==> src/verilog/eadl_map.vh <==
/*
 * Constants of the external area decode and lane steering block:
 * area codes, width codes, memory types and the area 0 wait table.
 * Assumes inclusion by its bare name from the block's design files.
 */
`ifndef EADL_MAP_VH
`define EADL_MAP_VH

// ==========
// Area decode field of the physical address
`define EADL_AREA_HI   28
`define EADL_AREA_LO   26
`define EADL_AREA0     3'h0
`define EADL_AREA1     3'h1
`define EADL_AREA2     3'h2

// ==========
// Bus width codes (00 is reserved and treated as longword)
`define EADL_W_RSVD    2'h0
`define EADL_W_BYTE    2'h1
`define EADL_W_WORD    2'h2
`define EADL_W_LONG    2'h3

// ==========
// Area 2 memory types
`define EADL_MEM_NORMAL 2'h0
`define EADL_MEM_DRAM   2'h1
`define EADL_MEM_SDRAM  2'h2

// ==========
// Area 0 wait code to wait cycles
`define EADL_WAIT_C0   4'h0
`define EADL_WAIT_C1   4'h1
`define EADL_WAIT_C2   4'h2
`define EADL_WAIT_C3   4'h3
`define EADL_WAIT_C4   4'h4
`define EADL_WAIT_C5   4'h6
`define EADL_WAIT_C6   4'h8
`define EADL_WAIT_C7   4'ha

// ==========
// Burst pitch floor in cycles
`define EADL_BURST_MIN 4'h2

`endif

==> src/verilog/eadl_sync2.v <==
/*
 * Two flip-flop synchroniser for a group of pin inputs.
 * Assumes each bit is independent; multi-bit words must be stable
 * around the sampling edge.
 */
`timescale 1ns/10ps

module eadl_sync2 #(
   parameter W = 1
) (
   // Clock
   input  wire         clk,
   // Asynchronous inputs
   input  wire [W-1:0] pinIn,
   // Synchronised outputs
   output wire [W-1:0] safeOut
);

   reg [W-1:0] stage1_reg;
   reg [W-1:0] stage2_reg;

   // ==========
   // First stage is read only by the second
   always @(posedge clk) begin
      stage1_reg <= pinIn;
      stage2_reg <= stage1_reg;
   end

   assign safeOut = stage2_reg;

endmodule

==> src/verilog/eadl_lane.v <==
/*
 * Little-endian lane steering for one bus beat.
 * Assumes the beat address is aligned to the beat size and the data
 * is the beat's chunk, right aligned.
 */
`timescale 1ns/10ps

module eadl_lane (
   // Beat description
   input  wire [1:0]  devLog,
   input  wire [1:0]  beatLog,
   input  wire [1:0]  beatAddr,
   input  wire [31:0] chunk,
   // Steering results
   output reg  [3:0]  laneMask,
   output reg  [1:0]  laneOff,
   output wire [31:0] laneData
);

   // ==========
   // First lane of the beat
   always @* begin
      laneOff = 2'h0;
      if (devLog == 2'h2) begin
         if (beatLog == 2'h0) begin
            laneOff = beatAddr;
         end else if (beatLog == 2'h1) begin
            laneOff = {beatAddr[1], 1'b0};
         end
      end else if (devLog == 2'h1 && beatLog == 2'h0) begin
         laneOff = {1'b0, beatAddr[0]};
      end
   end

   // Lanes covered by the beat
   always @* begin
      case (beatLog)
         2'h0: laneMask = 4'h1 << laneOff;
         2'h1: laneMask = 4'h3 << laneOff;
         default: laneMask = 4'hf;
      endcase
   end

   // Data moved onto its lanes
   assign laneData = chunk << {laneOff, 3'h0};

endmodule

==> src/verilog/eadl_top.v <==
/*
 * External bus front end for areas 0, 1 and 2: area decode, chip
 * selects, wait insertion, burst pitch and little-endian lane steering.
 * Assumes a CPU request port on clk and asynchronous memory pins.
 */
// Overview of operation
// - Address bits 28..26 = 000 select area 0, its select held all access.
// - Address bits 28..26 = 001 select area 1 and assert its select.
// - Address bits 28..26 = 010 select area 2 and assert its select.
// - Address bits 31..29 ignored, so each area repeats every 512 MB.
// - Area 0 width comes from two boot pins caught once after reset.
// - Area 0 inserts 0 to 10 waits from its 3-bit wait code.
// - Areas 0 to 2 stretch each cycle while the wait pin is low.
// - Area 0 burst ROM beats have a pitch of 2 to 10 cycles.
// - Normal memory gets a read strobe and four per-lane write strobes.
// - Area 1 is normal memory, width from its two-bit size field.
// - Areas 1 and 2 share one two-bit wait field, 0 to 3 waits.
// - Area 2 normal memory width from its two-bit size field.
// - Area 2 synchronous DRAM width follows the DRAM size bit.
// - Area 2 DRAM is fixed at 16 bits; area 3 must match.
// - 16-bit devices: even bytes lane 0, odd lane 1, longword two beats.
// - 8-bit devices: lane 0 only, words two beats, longwords four.
`timescale 1ns/10ps
`include "eadl_map.vh"

module eadl_top (
   // Clock and reset
   input  wire        clk,
   input  wire        reset,
   // CPU request
   input  wire        reqValid,
   input  wire [31:0] reqAddr,
   input  wire        reqWrite,
   input  wire [1:0]  reqSize,
   input  wire [31:0] reqWdata,
   output wire        reqReady,
   // CPU response
   output wire        rspValid,
   output wire        rspError,
   output wire [31:0] rspRdata,
   // Configuration bits
   input  wire [2:0]  area0_wait_count,
   input  wire [1:0]  area12_wait_count,
   input  wire [1:0]  area1_width_sel,
   input  wire [1:0]  area2_width_sel,
   input  wire [1:0]  area2MemType,
   input  wire        dram_width_bit,
   input  wire        area0BurstEnable,
   // Boot and wait pins
   input  wire        boot_width_pin_a,
   input  wire        boot_width_pin_b,
   input  wire        waitN,
   // Memory bus
   output wire [25:0] extAddr,
   output wire        area0_select_n,
   output wire        area1_select_n,
   output wire        area2_select_n,
   output wire        readStrobeN,
   output wire        write_strobe_lane0_n,
   output wire        write_strobe_lane1_n,
   output wire        write_strobe_lane2_n,
   output wire        write_strobe_lane3_n,
   output wire [31:0] dataOut,
   output wire [3:0]  dataOutEnN,
   input  wire [31:0] dataIn
);

   // ==========
   // States
   localparam S_IDLE   = 3'h0;
   localparam S_LOAD   = 3'h1;
   localparam S_ACCESS = 3'h2;
   localparam S_GAP    = 3'h3;
   localparam S_TAIL   = 3'h4;

   reg  [2:0]  state_reg;
   reg         bootDone_reg;
   reg  [1:0]  area0Width_reg;
   reg         reqReady_reg;
   reg         rspValid_reg;
   reg         rspError_reg;
   reg  [31:0] rspRdata_reg;
   reg  [2:0]  selectN_reg;
   reg         readStrobeN_reg;
   reg  [3:0]  writeStrobeN_reg;
   reg  [31:0] dataOut_reg;
   reg  [3:0]  dataOutEnN_reg;
   reg  [25:0] extAddr_reg;
   reg  [25:0] addr_reg;
   reg         write_reg;
   reg  [31:0] wdata_reg;
   reg  [1:0]  devLog_reg;
   reg  [1:0]  beatLog_reg;
   reg  [1:0]  beat_reg;
   reg  [1:0]  beatLast_reg;
   reg  [3:0]  waits_reg;
   reg  [3:0]  burstCnt_reg;
   reg         burst_reg;
   reg  [3:0]  cnt_reg;
   reg  [31:0] rdAcc_reg;
   reg         capA_reg;
   reg         capB_reg;
   reg  [6:0]  capShiftA_reg;
   reg  [6:0]  capShiftB_reg;
   reg  [1:0]  capOffA_reg;
   reg  [1:0]  capOffB_reg;

   wire [2:0]  ctlSafe;
   wire [31:0] dataSafe;
   wire [3:0]  laneMask;
   wire [1:0]  laneOff;
   wire [31:0] laneData;

   // ==========
   // Pin synchronisers
   eadl_sync2 #(.W(3)) ctlSync (
      .clk     (clk),
      .pinIn   ({boot_width_pin_b, boot_width_pin_a, waitN}),
      .safeOut (ctlSafe)
   );

   eadl_sync2 #(.W(32)) dataSync (
      .clk     (clk),
      .pinIn   (dataIn),
      .safeOut (dataSafe)
   );

   wire waitActive = ~ctlSafe[0];

   // ==========
   // Helper functions
   function [1:0] widthLog;
      input [1:0] code;
      begin
         case (code)
            `EADL_W_BYTE: widthLog = 2'h0;
            `EADL_W_WORD: widthLog = 2'h1;
            default:      widthLog = 2'h2;          // Reserved code acts as longword
         endcase
      end
   endfunction

   function [3:0] area0Waits;
      input [2:0] code;
      begin
         case (code)
            3'h0: area0Waits = `EADL_WAIT_C0;
            3'h1: area0Waits = `EADL_WAIT_C1;
            3'h2: area0Waits = `EADL_WAIT_C2;
            3'h3: area0Waits = `EADL_WAIT_C3;
            3'h4: area0Waits = `EADL_WAIT_C4;
            3'h5: area0Waits = `EADL_WAIT_C5;
            3'h6: area0Waits = `EADL_WAIT_C6;
            default: area0Waits = `EADL_WAIT_C7;
         endcase
      end
   endfunction

   // ==========
   // Area decode, upper three address bits never looked at
   wire [2:0] reqArea = reqAddr[`EADL_AREA_HI:`EADL_AREA_LO];
   wire       areaOk  = (reqArea == `EADL_AREA0) || (reqArea == `EADL_AREA1) ||
                        (reqArea == `EADL_AREA2);

   // Device width of the addressed area
   reg [1:0] devCode;
   always @* begin
      case (reqArea)
         `EADL_AREA0: devCode = area0Width_reg;
         `EADL_AREA1: devCode = area1_width_sel;
         default: begin
            case (area2MemType)
               `EADL_MEM_DRAM:  devCode = `EADL_W_WORD;
               `EADL_MEM_SDRAM: devCode = dram_width_bit ? `EADL_W_LONG :
                                          `EADL_W_WORD;
               default:         devCode = area2_width_sel;
            endcase
         end
      endcase
   end

   // Waits of the addressed area
   wire [3:0] reqWaits = (reqArea == `EADL_AREA0) ? area0Waits(area0_wait_count) :
                         {2'h0, area12_wait_count};

   // Beat split: a wide access on a narrow device becomes several beats
   wire [1:0] devLogReq  = widthLog(devCode);
   wire [1:0] accLogReq  = widthLog(reqSize);
   wire [1:0] beatLogReq = (accLogReq > devLogReq) ? devLogReq : accLogReq;
   wire [1:0] beatsLog   = accLogReq - beatLogReq;
   wire [1:0] lastReq    = (beatsLog == 2'h2) ? 2'h3 : {1'b0, beatsLog[0]};

   // Burst pitch count, beats after the first run LOAD plus ACCESS
   wire [3:0] pitchReq   = (reqWaits < `EADL_BURST_MIN) ? `EADL_BURST_MIN : reqWaits;
   wire [3:0] burstCnt   = pitchReq - `EADL_BURST_MIN;

   // ==========
   // Current beat: ascending address, low part of the data first
   wire [25:0] beatStep = {24'h000000, beat_reg} << devLog_reg;
   wire [25:0] beatAddr = addr_reg + beatStep;
   wire [2:0]  shiftExp = {1'b0, devLog_reg} + 3'h3;
   wire [6:0]  bitShift = {5'h00, beat_reg} << shiftExp;
   wire [31:0] chunk    = wdata_reg >> bitShift;

   eadl_lane lane (
      .devLog   (devLog_reg),
      .beatLog  (beatLog_reg),
      .beatAddr (beatAddr[1:0]),
      .chunk    (chunk),
      .laneMask (laneMask),
      .laneOff  (laneOff),
      .laneData (laneData)
   );

   // Read data picked from its lanes and trimmed to the beat size
   wire [31:0] beatKeep  = (beatLog_reg == 2'h0) ? 32'h000000ff :
                           (beatLog_reg == 2'h1) ? 32'h0000ffff : 32'hffffffff;
   wire [31:0] readChunk = (dataSafe >> {capOffB_reg, 3'h0}) & beatKeep;
   wire [31:0] readPlace = readChunk << capShiftB_reg;

   wire take    = reqValid && reqReady_reg;
   wire beatEnd = (state_reg == S_ACCESS) && (cnt_reg == 4'h0) && !waitActive;

   // ==========
   // Area 0 width caught from the boot pins once after reset
   always @(posedge clk) begin
      if (reset) begin
         bootDone_reg   <= 1'b0;
         area0Width_reg <= `EADL_W_LONG;
      end else if (!bootDone_reg) begin
         bootDone_reg   <= 1'b1;
         area0Width_reg <= ctlSafe[2:1];
      end
   end

   // ==========
   // Access sequencer
   always @(posedge clk) begin
      if (reset) begin
         state_reg        <= S_IDLE;
         reqReady_reg     <= 1'b0;
         rspValid_reg     <= 1'b0;
         rspError_reg     <= 1'b0;
         rspRdata_reg     <= 32'h00000000;
         selectN_reg      <= 3'h7;
         readStrobeN_reg  <= 1'b1;
         writeStrobeN_reg <= 4'hf;
         dataOut_reg      <= 32'h00000000;
         dataOutEnN_reg   <= 4'hf;
         extAddr_reg      <= 26'h0000000;
         addr_reg         <= 26'h0000000;
         write_reg        <= 1'b0;
         wdata_reg        <= 32'h00000000;
         devLog_reg       <= 2'h0;
         beatLog_reg      <= 2'h0;
         beat_reg         <= 2'h0;
         beatLast_reg     <= 2'h0;
         waits_reg        <= 4'h0;
         burstCnt_reg     <= 4'h0;
         burst_reg        <= 1'b0;
         cnt_reg          <= 4'h0;
         rdAcc_reg        <= 32'h00000000;
         capA_reg         <= 1'b0;
         capB_reg         <= 1'b0;
         capShiftA_reg    <= 7'h00;
         capShiftB_reg    <= 7'h00;
         capOffA_reg      <= 2'h0;
         capOffB_reg      <= 2'h0;
      end else begin
         rspValid_reg  <= 1'b0;
         rspError_reg  <= 1'b0;
         // Read capture waits out the two synchroniser stages
         capA_reg      <= beatEnd && !write_reg;
         capShiftA_reg <= bitShift;
         capOffA_reg   <= laneOff;
         capB_reg      <= capA_reg;
         capShiftB_reg <= capShiftA_reg;
         capOffB_reg   <= capOffA_reg;
         if (capB_reg) begin
            rdAcc_reg <= rdAcc_reg | readPlace;
         end
         case (state_reg)
            S_IDLE: begin
               reqReady_reg <= bootDone_reg;
               if (take) begin
                  reqReady_reg <= 1'b0;
                  if (!areaOk) begin
                     rspValid_reg <= 1'b1;                         // Areas 3 to 7 refused
                     rspError_reg <= 1'b1;
                  end else begin
                     addr_reg     <= reqAddr[25:0];
                     write_reg    <= reqWrite;
                     wdata_reg    <= reqWdata;
                     devLog_reg   <= devLogReq;
                     beatLog_reg  <= beatLogReq;
                     beatLast_reg <= lastReq;
                     beat_reg     <= 2'h0;
                     waits_reg    <= reqWaits;
                     burstCnt_reg <= burstCnt;
                     burst_reg    <= (reqArea == `EADL_AREA0) && area0BurstEnable && !reqWrite;
                     rdAcc_reg    <= 32'h00000000;
                     selectN_reg  <= ~(3'h1 << reqArea[1:0]);
                     state_reg    <= S_LOAD;
                  end
               end
            end
            S_LOAD: begin
               extAddr_reg <= beatAddr;
               if (write_reg) begin
                  writeStrobeN_reg <= ~laneMask;
                  dataOut_reg      <= laneData;
                  dataOutEnN_reg   <= ~laneMask;
               end else begin
                  readStrobeN_reg  <= 1'b0;
               end
               if (burst_reg && beat_reg != 2'h0) begin
                  cnt_reg <= burstCnt_reg;
               end else begin
                  cnt_reg <= waits_reg;
               end
               state_reg <= S_ACCESS;
            end
            S_ACCESS: begin
               if (cnt_reg != 4'h0) begin
                  cnt_reg <= cnt_reg - 4'h1;
               end else if (!waitActive) begin
                  writeStrobeN_reg <= 4'hf;
                  dataOutEnN_reg   <= 4'hf;
                  if (beat_reg == beatLast_reg) begin
                     selectN_reg     <= 3'h7;
                     readStrobeN_reg <= 1'b1;
                     if (write_reg) begin
                        rspValid_reg <= 1'b1;
                        reqReady_reg <= 1'b1;
                        state_reg    <= S_IDLE;
                     end else begin
                        state_reg <= S_TAIL;
                     end
                  end else begin
                     beat_reg <= beat_reg + 2'h1;
                     if (burst_reg) begin
                        state_reg <= S_LOAD;
                     end else begin
                        readStrobeN_reg <= 1'b1;
                        state_reg       <= S_GAP;
                     end
                  end
               end
            end
            S_GAP: begin
               state_reg <= S_LOAD;
            end
            S_TAIL: begin
               if (!capA_reg && !capB_reg) begin
                  rspValid_reg <= 1'b1;
                  rspRdata_reg <= rdAcc_reg;
                  reqReady_reg <= 1'b1;
                  state_reg    <= S_IDLE;
               end
            end
            default: begin
               state_reg <= S_IDLE;
            end
         endcase
      end
   end

   // ==========
   // Outputs straight from flip-flops
   assign reqReady             = reqReady_reg;
   assign rspValid             = rspValid_reg;
   assign rspError             = rspError_reg;
   assign rspRdata             = rspRdata_reg;
   assign extAddr              = extAddr_reg;
   assign area0_select_n       = selectN_reg[0];
   assign area1_select_n       = selectN_reg[1];
   assign area2_select_n       = selectN_reg[2];
   assign readStrobeN          = readStrobeN_reg;
   assign write_strobe_lane0_n = writeStrobeN_reg[0];
   assign write_strobe_lane1_n = writeStrobeN_reg[1];
   assign write_strobe_lane2_n = writeStrobeN_reg[2];
   assign write_strobe_lane3_n = writeStrobeN_reg[3];
   assign dataOut              = dataOut_reg;
   assign dataOutEnN           = dataOutEnN_reg;

endmodule

==> config.mk <==
export PLATFORM = sky130hd
export DESIGN_NAME = eadl_top
export DESIGN_NICKNAME = d
export VERILOG_FILES = /design/src/verilog/eadl_sync2.v /design/src/verilog/eadl_lane.v /design/src/verilog/eadl_top.v
export VERILOG_INCLUDE_DIRS = /design/src /design/src/verilog
export SDC_FILE = /design/constraint.sdc
export NUM_CORES = 1
export LEC_CHECK = 0
export BUFFER_PORTS_ARGS = -buffer_cell sky130_fd_sc_hd__buf_2
export CELL_PAD_IN_SITES_DETAIL_PLACEMENT = 0
export CELL_PAD_IN_SITES_GLOBAL_PLACEMENT = 1
export CORE_MARGIN = 2
export CORE_UTILIZATION = 40
export CTS_BUF_LIST = sky130_fd_sc_hd__clkbuf_4
export CTS_CLUSTER_DIAMETER = 80
export DETAILED_ROUTE_END_ITERATION = 10
export MAX_ROUTING_LAYER = met4
export PLACE_DENSITY_LB_ADDON = 0.1
export SLEW_MARGIN = 30
export SYNTH_ARGS = -nofsm -noshare
export SYNTH_HDL_FRONTEND = slang
export SYNTH_SLANG_ARGS = --single-unit
==> constraint.sdc <==
create_clock -name clk -period 2.96 [get_ports clk]
set_input_delay 0.592 -clock clk [delete_from_list [all_inputs] [get_ports clk]]
set_output_delay 0.592 -clock clk [all_outputs]
set_load 0.05 [all_outputs]
==> results of run 1 <==
cell type report:
type	instances	area (µm²)	share of cell area
well taps	518	648	0.0323
multi-input cells	1393	8890	0.443
clock buffers	117	878	0.0437
clock inverters	27	171	0.00854
repair buffers	447	3190	0.159
flip-flops and latches	309	6190	0.308
diodes	3	7.51	0.000374
inverters	27	101	0.00505
cell families after synthesis:
group                    count (synthesis)  synth area share
AO/OA/AOI/OAI                          527             0.225
buffers and inverters                  173            0.0505
adder cells (fa/ha/maj)                 19            0.0156
multiplexers                           125             0.100
XOR/XNOR                                25            0.0139
AND/OR/NAND/NOR                        697             0.202
flip-flops                             309             0.393
metal layers:
metal	part of all wire	track usage
met5	0	-
met4	0.025	0.0923
met3	0.044	0.0432
met2	0.50	0.439
met1	0.43	0.318
cells in the final DEF, fill, tap and decap left out, types with 19 or more instances in the layout:
master / count
a211oi_1: 43
a21oi_1: 180
a22oi_1: 31
and3_1: 34
buf_2: 218
buf_4: 126
clkbuf_4: 117
clkinv_1: 21
dfxtp_1: 306
dlygate4sd3_1: 90
inv_1: 22
mux2i_1: 84
mux4_2: 24
nand2_1: 311
nand3_1: 45
nor2_1: 152
nor2b_1: 19
nor3_1: 38
o21ai_0: 77
power by group through the flow:
stage / sequential (µW) / clock [µW] / combinational [µW]
5_1_grt: 4700 / 4190 / 2560
2_1_floorplan: 5200 / 0 / 1050
3_5_place_dp: 4750 / 0 / 2250
3_3_place_gp: 4750 / 0 / 2240
6_report: 4660 / 3790 / 2350
4_1_cts: 4660 / 3940 / 2350
per-stage QoR:
step / setup WS [ns] / cell area (µm²) / total power, µW / hold slack (ns) / utilization
finish: 0.106 / 20100 / 10800 / 0.0717 / 0.518
global route: 0.00506 / 20100 / 11400 / 0.00142 / 0.518
CTS: 0.00216 / 20000 / 11000 / 0.00149 / 0.516
detailed placement: -0.0983 / 18000 / 7000 / 0.312 / 0.465
global placement: -0.0431 / 18000 / 6990 / 0.313 / 0.465
floorplan: 0.00144 / 15800 / 6250 / 0.310 / -
critical path, delay by kind of cell (launching register included):
family	cells	cell delay (ns)
compound gates	5	1.38
fa+ha+maj	1	0.36
buf+inv	2	0.38
flops	1	0.35
simple gates	2	0.24
repair_timing:
action                                  4_1_cts  5_1_grt
endpoints found under the setup margin       11       36
hold buffers                                 90        0
pin swaps                                     0        1
cloned                                        0        0
resized for setup                             3       18
endpoints found under the hold margin        90        0
buffers inserted                              0        1
how the worst max path moves through the flow:
| stage | depth (start not counted) | slack, ns | startpoint | to |
|---|---|---|---|---|
| after floorplan | 14 | 0.001 | beat_reg[0]$_SDFFE_PP0P_ | dataOut[30]$_SDFFE_PP0P_ |
| after global placement | 10 | -0.04 | beat_reg[0]$_SDFFE_PP0P_ | dataOut[10]$_SDFFE_PP0P_ |
| after detailed placement | 10 | -0.1 | beat_reg[0]$_SDFFE_PP0P_ | dataOut[9]$_SDFFE_PP0P_ |
| after CTS | 9 | 0.002 | devLog_reg[0]$_SDFFE_PP0P_ | dataOut[11]$_SDFFE_PP0P_ |
| after global routing | 7 | 0.005 | capOffB_reg[0]$_SDFF_PP0_ | rdAcc_reg[28]$_SDFF_PP0_ |
| final | 10 | 0.11 | devLog_reg[0]$_SDFFE_PP0P_ | dataOut[31]$_SDFFE_PP0P_ |
==> metrics.md, run 1 <==
| Metric | Value |
|---|---|
| HPWL after DPL | about 38,000 µm |
| Cell Count Post-Placement | 2,603 |
| Switching component of the power | 3600 µW |
| Cell-by-cell listing of the critical path | inv_1 -> ha_4 -> nand3b_1 -> o21ai_1 -> buf_4 -> a211oi_1 -> o21ai_0 -> o221ai_1 -> a22oi_1 -> nand3_1 |
| Total of max-cap violations | 0 |
| Violation count after the first detailed-route iteration | just over 900 |
| Critical register-to-register path startpoint | devLog_reg[0]$_SDFFE_PP0P_ |
| IO Count | 223 |
| Static Leak | between 0.008 and 0.009 µW |
| Syn Inst Count | 1,875 |
| Total Neg Setup Slack | 0 ns |
| Post-layout min period | 2.85 ns |
| Capture instance of the worst register-to-register path | dataOut[31]$_SDFFE_PP0P_ |
| Total global routing overflow | 0 |
| Most common library cells after synthesis | nand2_1 (312), dfxtp_1 (309), a21oi_1 (182) |
| Setup clock skew after layout | between 0.04 and 0.05 ns |
| Portion of total power attributed to combinational logic | 0.217 |
| Number of filler cells placed in the layout | slightly below 4,000 |
| Worst hold path depth | 3 |
| Total of endpoints with negative setup slack in the final report | 0 |
| Global placer's final weighted congestion | ~0.94 |
| Total number of placement rows | 72 |
| Min-Delay Path Class | input pin to flop |
| Fraction of final layout cells sized beyond drive strength 1 | 0.252 |
| Fraction of registers with async set/reset | 0 |
| Worst skew pair latency | 0.81 ns |
| Register-to-register setup slack | 0.11 ns |
| Final Routed Wirelength | 52,400 µm |
| # port buffers | between 200 and 250 |
| Slowest stage delay, CP | 0.41 ns |
| Actual transition at the worst max-transition pin | 0.742 ns |
| Status | finished clean |
| Routed length per placed instance | approximately 18 µm |
| Cell taking the most area after synthesis | dfxtp_1 |
| Category of the critical setup timing path | flop to flop |
| Initial antenna violation count | 2 |
| Final count of hold timing violations | 0 |
| Warning count from the yosys run | 0 |
| Post-synthesis net count | 2,012 |
| Dominant register cell in the synthesized netlist | dfxtp_1 |
| Power share of the sequential group | 0.431 |
| Critical Path End Type | flop |
| Via Count | ~15,000 |
| Type of element launching the critical path | flop |
| Power density cells | approximately 540 mW/mm² |
| Via-to-Cell Ratio | approximately 5.4 |
| Tightest slew margin relative to the limit | 0.504 |
| Cell at the root of the clock tree | clkbuf_4 |
| Final-report max-slew violation count | 0 |
| Setup repair after global routing missed its margin | false |
| Maximum buffer depth of the clock tree | 3 |
| Int Power | 7200 µW |
| Floorplan core area | about 0.039 mm² |
| Number of synthesized flops with an enable pin | 0 |
| Ratio of final minimum period to clock period | 0.964 |
| Starting density of the core | 0.406 |
| Summed instance area of the synthesized netlist | ~0.016 mm² |
| Die X-Extent | 202 µm |
| Most area-consuming cells after synthesis | dfxtp_1 (39%), nand2_1 (7.4%), a21oi_1 (5.8%) |
| Flops & latches, synth | ~310 |
| Cell count of the worst reg-to-reg path | 10 |
| Overall die area | approximately 0.041 mm² |
| Hold path start | reqWrite |
| Most frequent cell after synthesis | nand2_1 |
| Final-stage net count | ~2,400 |
| Fraction of the yosys area taken by sequential cells | 0.393 |
| Post-synthesis area per instance | 8.39 µm² |
| Global-route wire length before repair | 83,000 µm |
| Residual antenna-violating net count after detailed routing | 0 |
| Floorplan die height | approximately 200 µm |
| Clock power share | 0.351 |
| # DRC | 0 |
| Worst EP required | 3.62 ns |
| Clock sink count | 309 |
| Post-synth cell types | 94 |
| Worst-path clk slew | 0.07 ns |
| DR pass1 iterations | 5 |
| CTS tree | yes |
| Top fanout value on the critical path | 13 |
| Arrival time reported for the critical path endpoint | between 3 and 4 ns |
| Fraction of power spent switching nets | 0.334 |
| Slowest cell on the critical path | o21ai_1 |
| Hold endpoint | write_reg$_SDFFE_PP0P_ |
| CTS buffer count | 83 |
| GRT Total Usage | 0.262 |
| Worst IR drop on VDD | 678 µV |
| Count of placed standard cells in the final layout, fillers left out | 2,841 |
| H-tree lvl count | 3 |
| Maximum clock frequency | 0.350 GHz |
| Number of global-route vias before repair | 15,360 |
| Maximum number of pins on one net before global-route repair | 120 |
| Area added between synthesis and finish | 27.6% |
| Top cell type's share of synthesized area | 0.393 |
No activity file was read; power rests on OpenSTA's default activity.
==> inputs of run 2 (changes only) <==
Settings changed: BUFFER_PORTS_ARGS -buffer_cell sky130_fd_sc_hd__buf_2 to -buffer_cell sky130_fd_sc_hd__clkbuf_2.
==> run 2 against run 1 <==
Die area did not move; critical path depth rose by 2; final cell count rose by 0.11%; sequential cell count did not move; first-iteration DRC count fell by 12%; combinational power barely moved; via count rose by 0.48%; routed wire length rose by 1.2%; critical path type unchanged; critical endpoint is now dataOut[11]$_SDFFE_PP0P_; largest cell class unchanged; highest routed layer unchanged.
==> metrics.md, run 2 (synthesized netlist as in run 1, its figures left out) <==
| Metric | Value |
|---|---|
| Number of global-route vias before repair | 15,132 (was 15,360) |
| Worst EP required | 3.63 ns (was 3.62 ns) |
| HPWL after DPL | 38,800 µm (was 38,200 µm) |
| Die X-Extent | 202 µm (unchanged) |
| Int Power | 7160 µW (was 7200 µW) |
| Routed length per placed instance | 18.7 µm (was 18.4 µm) |
| Cell count of the worst reg-to-reg path | 12 (was 10) |
| Final count of hold timing violations | 0 (unchanged) |
| Critical Path End Type | flop (unchanged) |
| Cell Count Post-Placement | 2,618 (was 2,603) |
| Min-Delay Path Class | input pin to flop (unchanged) |
| # DRC | 0 (unchanged) |
| Fraction of final layout cells sized beyond drive strength 1 | 0.258 (was 0.252) |
| Total Neg Setup Slack | 0 ns (unchanged) |
| H-tree lvl count | 3 (unchanged) |
| Static Leak | 0.00811 µW (was 0.00809 µW) |
| Setup slack of the critical path after layout | 0.105 ns (was 0.106 ns) |
| Register-to-register setup slack | 0.11 ns (about the same) |
| Global placer's final weighted congestion | 0.924 (was 0.944) |
| Floorplan die height | 202 µm (unchanged) |
| Instance area at placement | 0.0182 mm² (was 0.0180 mm²) |
| Most common cell after layout, fill and taps aside | nand2_1 (unchanged) |
| IO Count | 223 (unchanged) |
| Maximum number of pins on one net before global-route repair | 110 (was 120) |
| Starting density of the core | 0.406 (unchanged) |
| Cell-by-cell listing of the critical path | inv_1 -> ha_2 -> buf_12 -> nand2_4 -> buf_12 -> a2111oi_1 -> buf_4 -> a21oi_1 -> a221oi_2 -> o311ai_2 -> buf_4 -> a221o_1 (was inv_1 -> ha_4 -> nand3b_1 -> o21ai_1 -> buf_4 -> a211oi_1 -> o21ai_0 -> o221ai_1 -> a22oi_1 -> nand3_1) |
| Maximum buffer depth of the clock tree | 3 (unchanged) |
| Worst skew pair latency | 0.78 ns (was 0.81 ns) |
| Total of max-cap violations | 0 (unchanged) |
| Fraction of power spent switching nets | 0.337 (was 0.334) |
| Final-stage net count | 2,407 (was 2,398) |
| Setup clock skew after layout | 0.0657 ns (was 0.0446 ns) |
| Capture instance of the worst register-to-register path | dataOut[11]$_SDFFE_PP0P_ (was dataOut[31]$_SDFFE_PP0P_) |
| Min Hold Slack | 0.0724 ns (was 0.0717 ns) |
| Portion of total power attributed to combinational logic | 0.215 (was 0.217) |
| Power share of the sequential group | 0.434 (was 0.431) |
| CTS buffer count | 84 (was 83) |
| Switching component of the power | 3640 µW (was 3600 µW) |
| Hold path start | reqAddr[25] (was reqWrite) |
| Via-to-Cell Ratio | 5.44 (was 5.42) |
| Via Count | 15,471 (was 15,397) |
| Setup slack at placement | 0.0241 ns (was -0.0983 ns) |
| Top cell family by delay on the critical path | compound AO/OA/AOI/OAI gates (unchanged) |
| Final Routed Wirelength | 53,100 µm (was 52,400 µm) |
| # port buffers | 219 (unchanged) |
| Worst-path clk slew | 0.07 ns (about the same) |
| Overall die area | 0.0409 mm² (unchanged) |
| Floorplan core area | 0.0387 mm² (unchanged) |
| DR pass1 iterations | 8 (was 5) |
| Count of placed standard cells in the final layout, fillers left out | 2,844 (was 2,841) |
| Actual transition at the worst max-transition pin | 0.751 ns (was 0.742 ns) |
| Status | finished clean (unchanged) |
| Slowest cell on the critical path | a2111oi_1 (was o21ai_1) |
| Arrival time reported for the critical path endpoint | 3.52 ns (was 3.51 ns) |
| Ratio of final minimum period to clock period | 0.964 (about the same) |
| CTS tree | yes (unchanged) |
| Total number of placement rows | 72 (unchanged) |
| GRT Total Usage | 0.264 (was 0.262) |
| Global-route wire length before repair | 83,400 µm (was 83,000 µm) |
| Area of all placed cells without fillers | 0.0201 mm² (about the same) |
| Worst hold path depth | 3 (unchanged) |
| Tightest slew margin relative to the limit | 0.497 (was 0.504) |
| Violation count after the first detailed-route iteration | 808 (was 923) |
| Top fanout value on the critical path | 15 (was 13) |
| Worst IR drop on VDD | 760 µV (was 678 µV) |
| Maximum clock frequency | 0.350 GHz (about the same) |
| Initial antenna violation count | 1 (was 2) |
| Clock sink count | 309 (unchanged) |
| Clock power share | 0.351 (about the same) |
| Category of the critical setup timing path | flop to flop (unchanged) |
| Hold endpoint | addr_reg[25]$_SDFFE_PP0P_ (was write_reg$_SDFFE_PP0P_) |
| Power density cells | 536 mW/mm² (was 538 mW/mm²) |
| Type of element launching the critical path | flop (unchanged) |
| Worst path buffer plus inverter count | 5 (was 2) |
| Slowest stage delay, CP | 0.36 ns (was 0.41 ns) |
| Total global routing overflow | 0 (unchanged) |
| Cell at the root of the clock tree | clkbuf_4 (unchanged) |
| Total of endpoints with negative setup slack in the final report | 0 (unchanged) |
| Residual antenna-violating net count after detailed routing | 0 (unchanged) |
| Post-layout min period | 2.85 ns (about the same) |
| Setup repair after global routing missed its margin | true (was false) |
| Commonest non-fill, non-tap cells in the layout | nand2_1 (311), dfxtp_1 (307), clkbuf_2 (218) (was nand2_1 (311), dfxtp_1 (306), buf_2 (218)) |
| Area added between synthesis and finish | 28.0% (was 27.6%) |
| Critical register-to-register path startpoint | devLog_reg[0]$_SDFFE_PP0P_ (unchanged) |
| Final-report max-slew violation count | 0 (unchanged) |
## run 2: worst max path at each step
| stage | slack [ns] | end | startpoint | depth (start not counted) |
|---|---|---|---|---|
| after floorplan | 0.001 | dataOut[30]$_SDFFE_PP0P_ | beat_reg[0]$_SDFFE_PP0P_ | 14 |
| after global placement | -0.06 | dataOut[10]$_SDFFE_PP0P_ | devLog_reg[0]$_SDFFE_PP0P_ | 10 |
| after detailed placement | 0.02 | dataOut[9]$_SDFFE_PP0P_ | beat_reg[0]$_SDFFE_PP0P_ | 10 |
| after CTS | 0.04 | dataOut[13]$_SDFFE_PP0P_ | beat_reg[0]$_SDFFE_PP0P_ | 10 |
| after global routing | -0.08 | dataOut[17]$_SDFFE_PP0P_ | devLog_reg[1]$_SDFFE_PP0P_ | 11 |
| final | 0.11 | dataOut[11]$_SDFFE_PP0P_ | devLog_reg[0]$_SDFFE_PP0P_ | 12 |
## run 2: area by class of cell
class,instances,area (µm²)
inverter,27,101
multi-input combinational,1393,8890
sequential,309,6190
clock buffer,115,863
fill,3854,18600
tap,518,648
antenna,1,2.50
timing repair buffer,455,3280
clock inverter,26,170
## run 2: stage by stage
step / total power [µW] / util
after detailed placement: 7020 / 0.469
after global routing: 11400 / 0.520
after global placement: 6990 / 0.469
after CTS: 11000 / 0.517
final: 10800 / 0.520
after floorplan: 6250 / -
## run 2: power by group through the flow
stage	clock network [µW]	logic [µW]	registers [µW]
global placement	0	2220	4770
CTS	3930	2340	4690
detailed placement	0	2240	4780
global route	4140	2530	4730
finish	3790	2320	4690
floorplan	0	1050	5200
## run 2: metal layers
metal / routed length (µm) / GRT usage / up-vias
li1: - / - / 7627
met1: 23100 / 0.323 / 7330
met2: 26000 / 0.436 / 413
met3: 2200 / 0.0374 / 101
met4: 1810 / 0.110 / 0
met5: 0 / - / -
## run 2: worst register-to-register path, delay by kind of cell (launching register included)
family,cells,cell delay (ns)
AO/OA/AOI/OAI,5,1.22
adder cells (fa/ha/maj),1,0.35
flip-flops,1,0.35
AND/OR/NAND/NOR,1,0.11
buffers and inverters,5,0.74
## run 2: repair_timing
item,4_1_cts,5_1_grt
hold buffers,82,1
hold endpoints to repair,82,1
gates resized for setup,0,23
buffers inserted,0,1
setup endpoints to repair,0,35
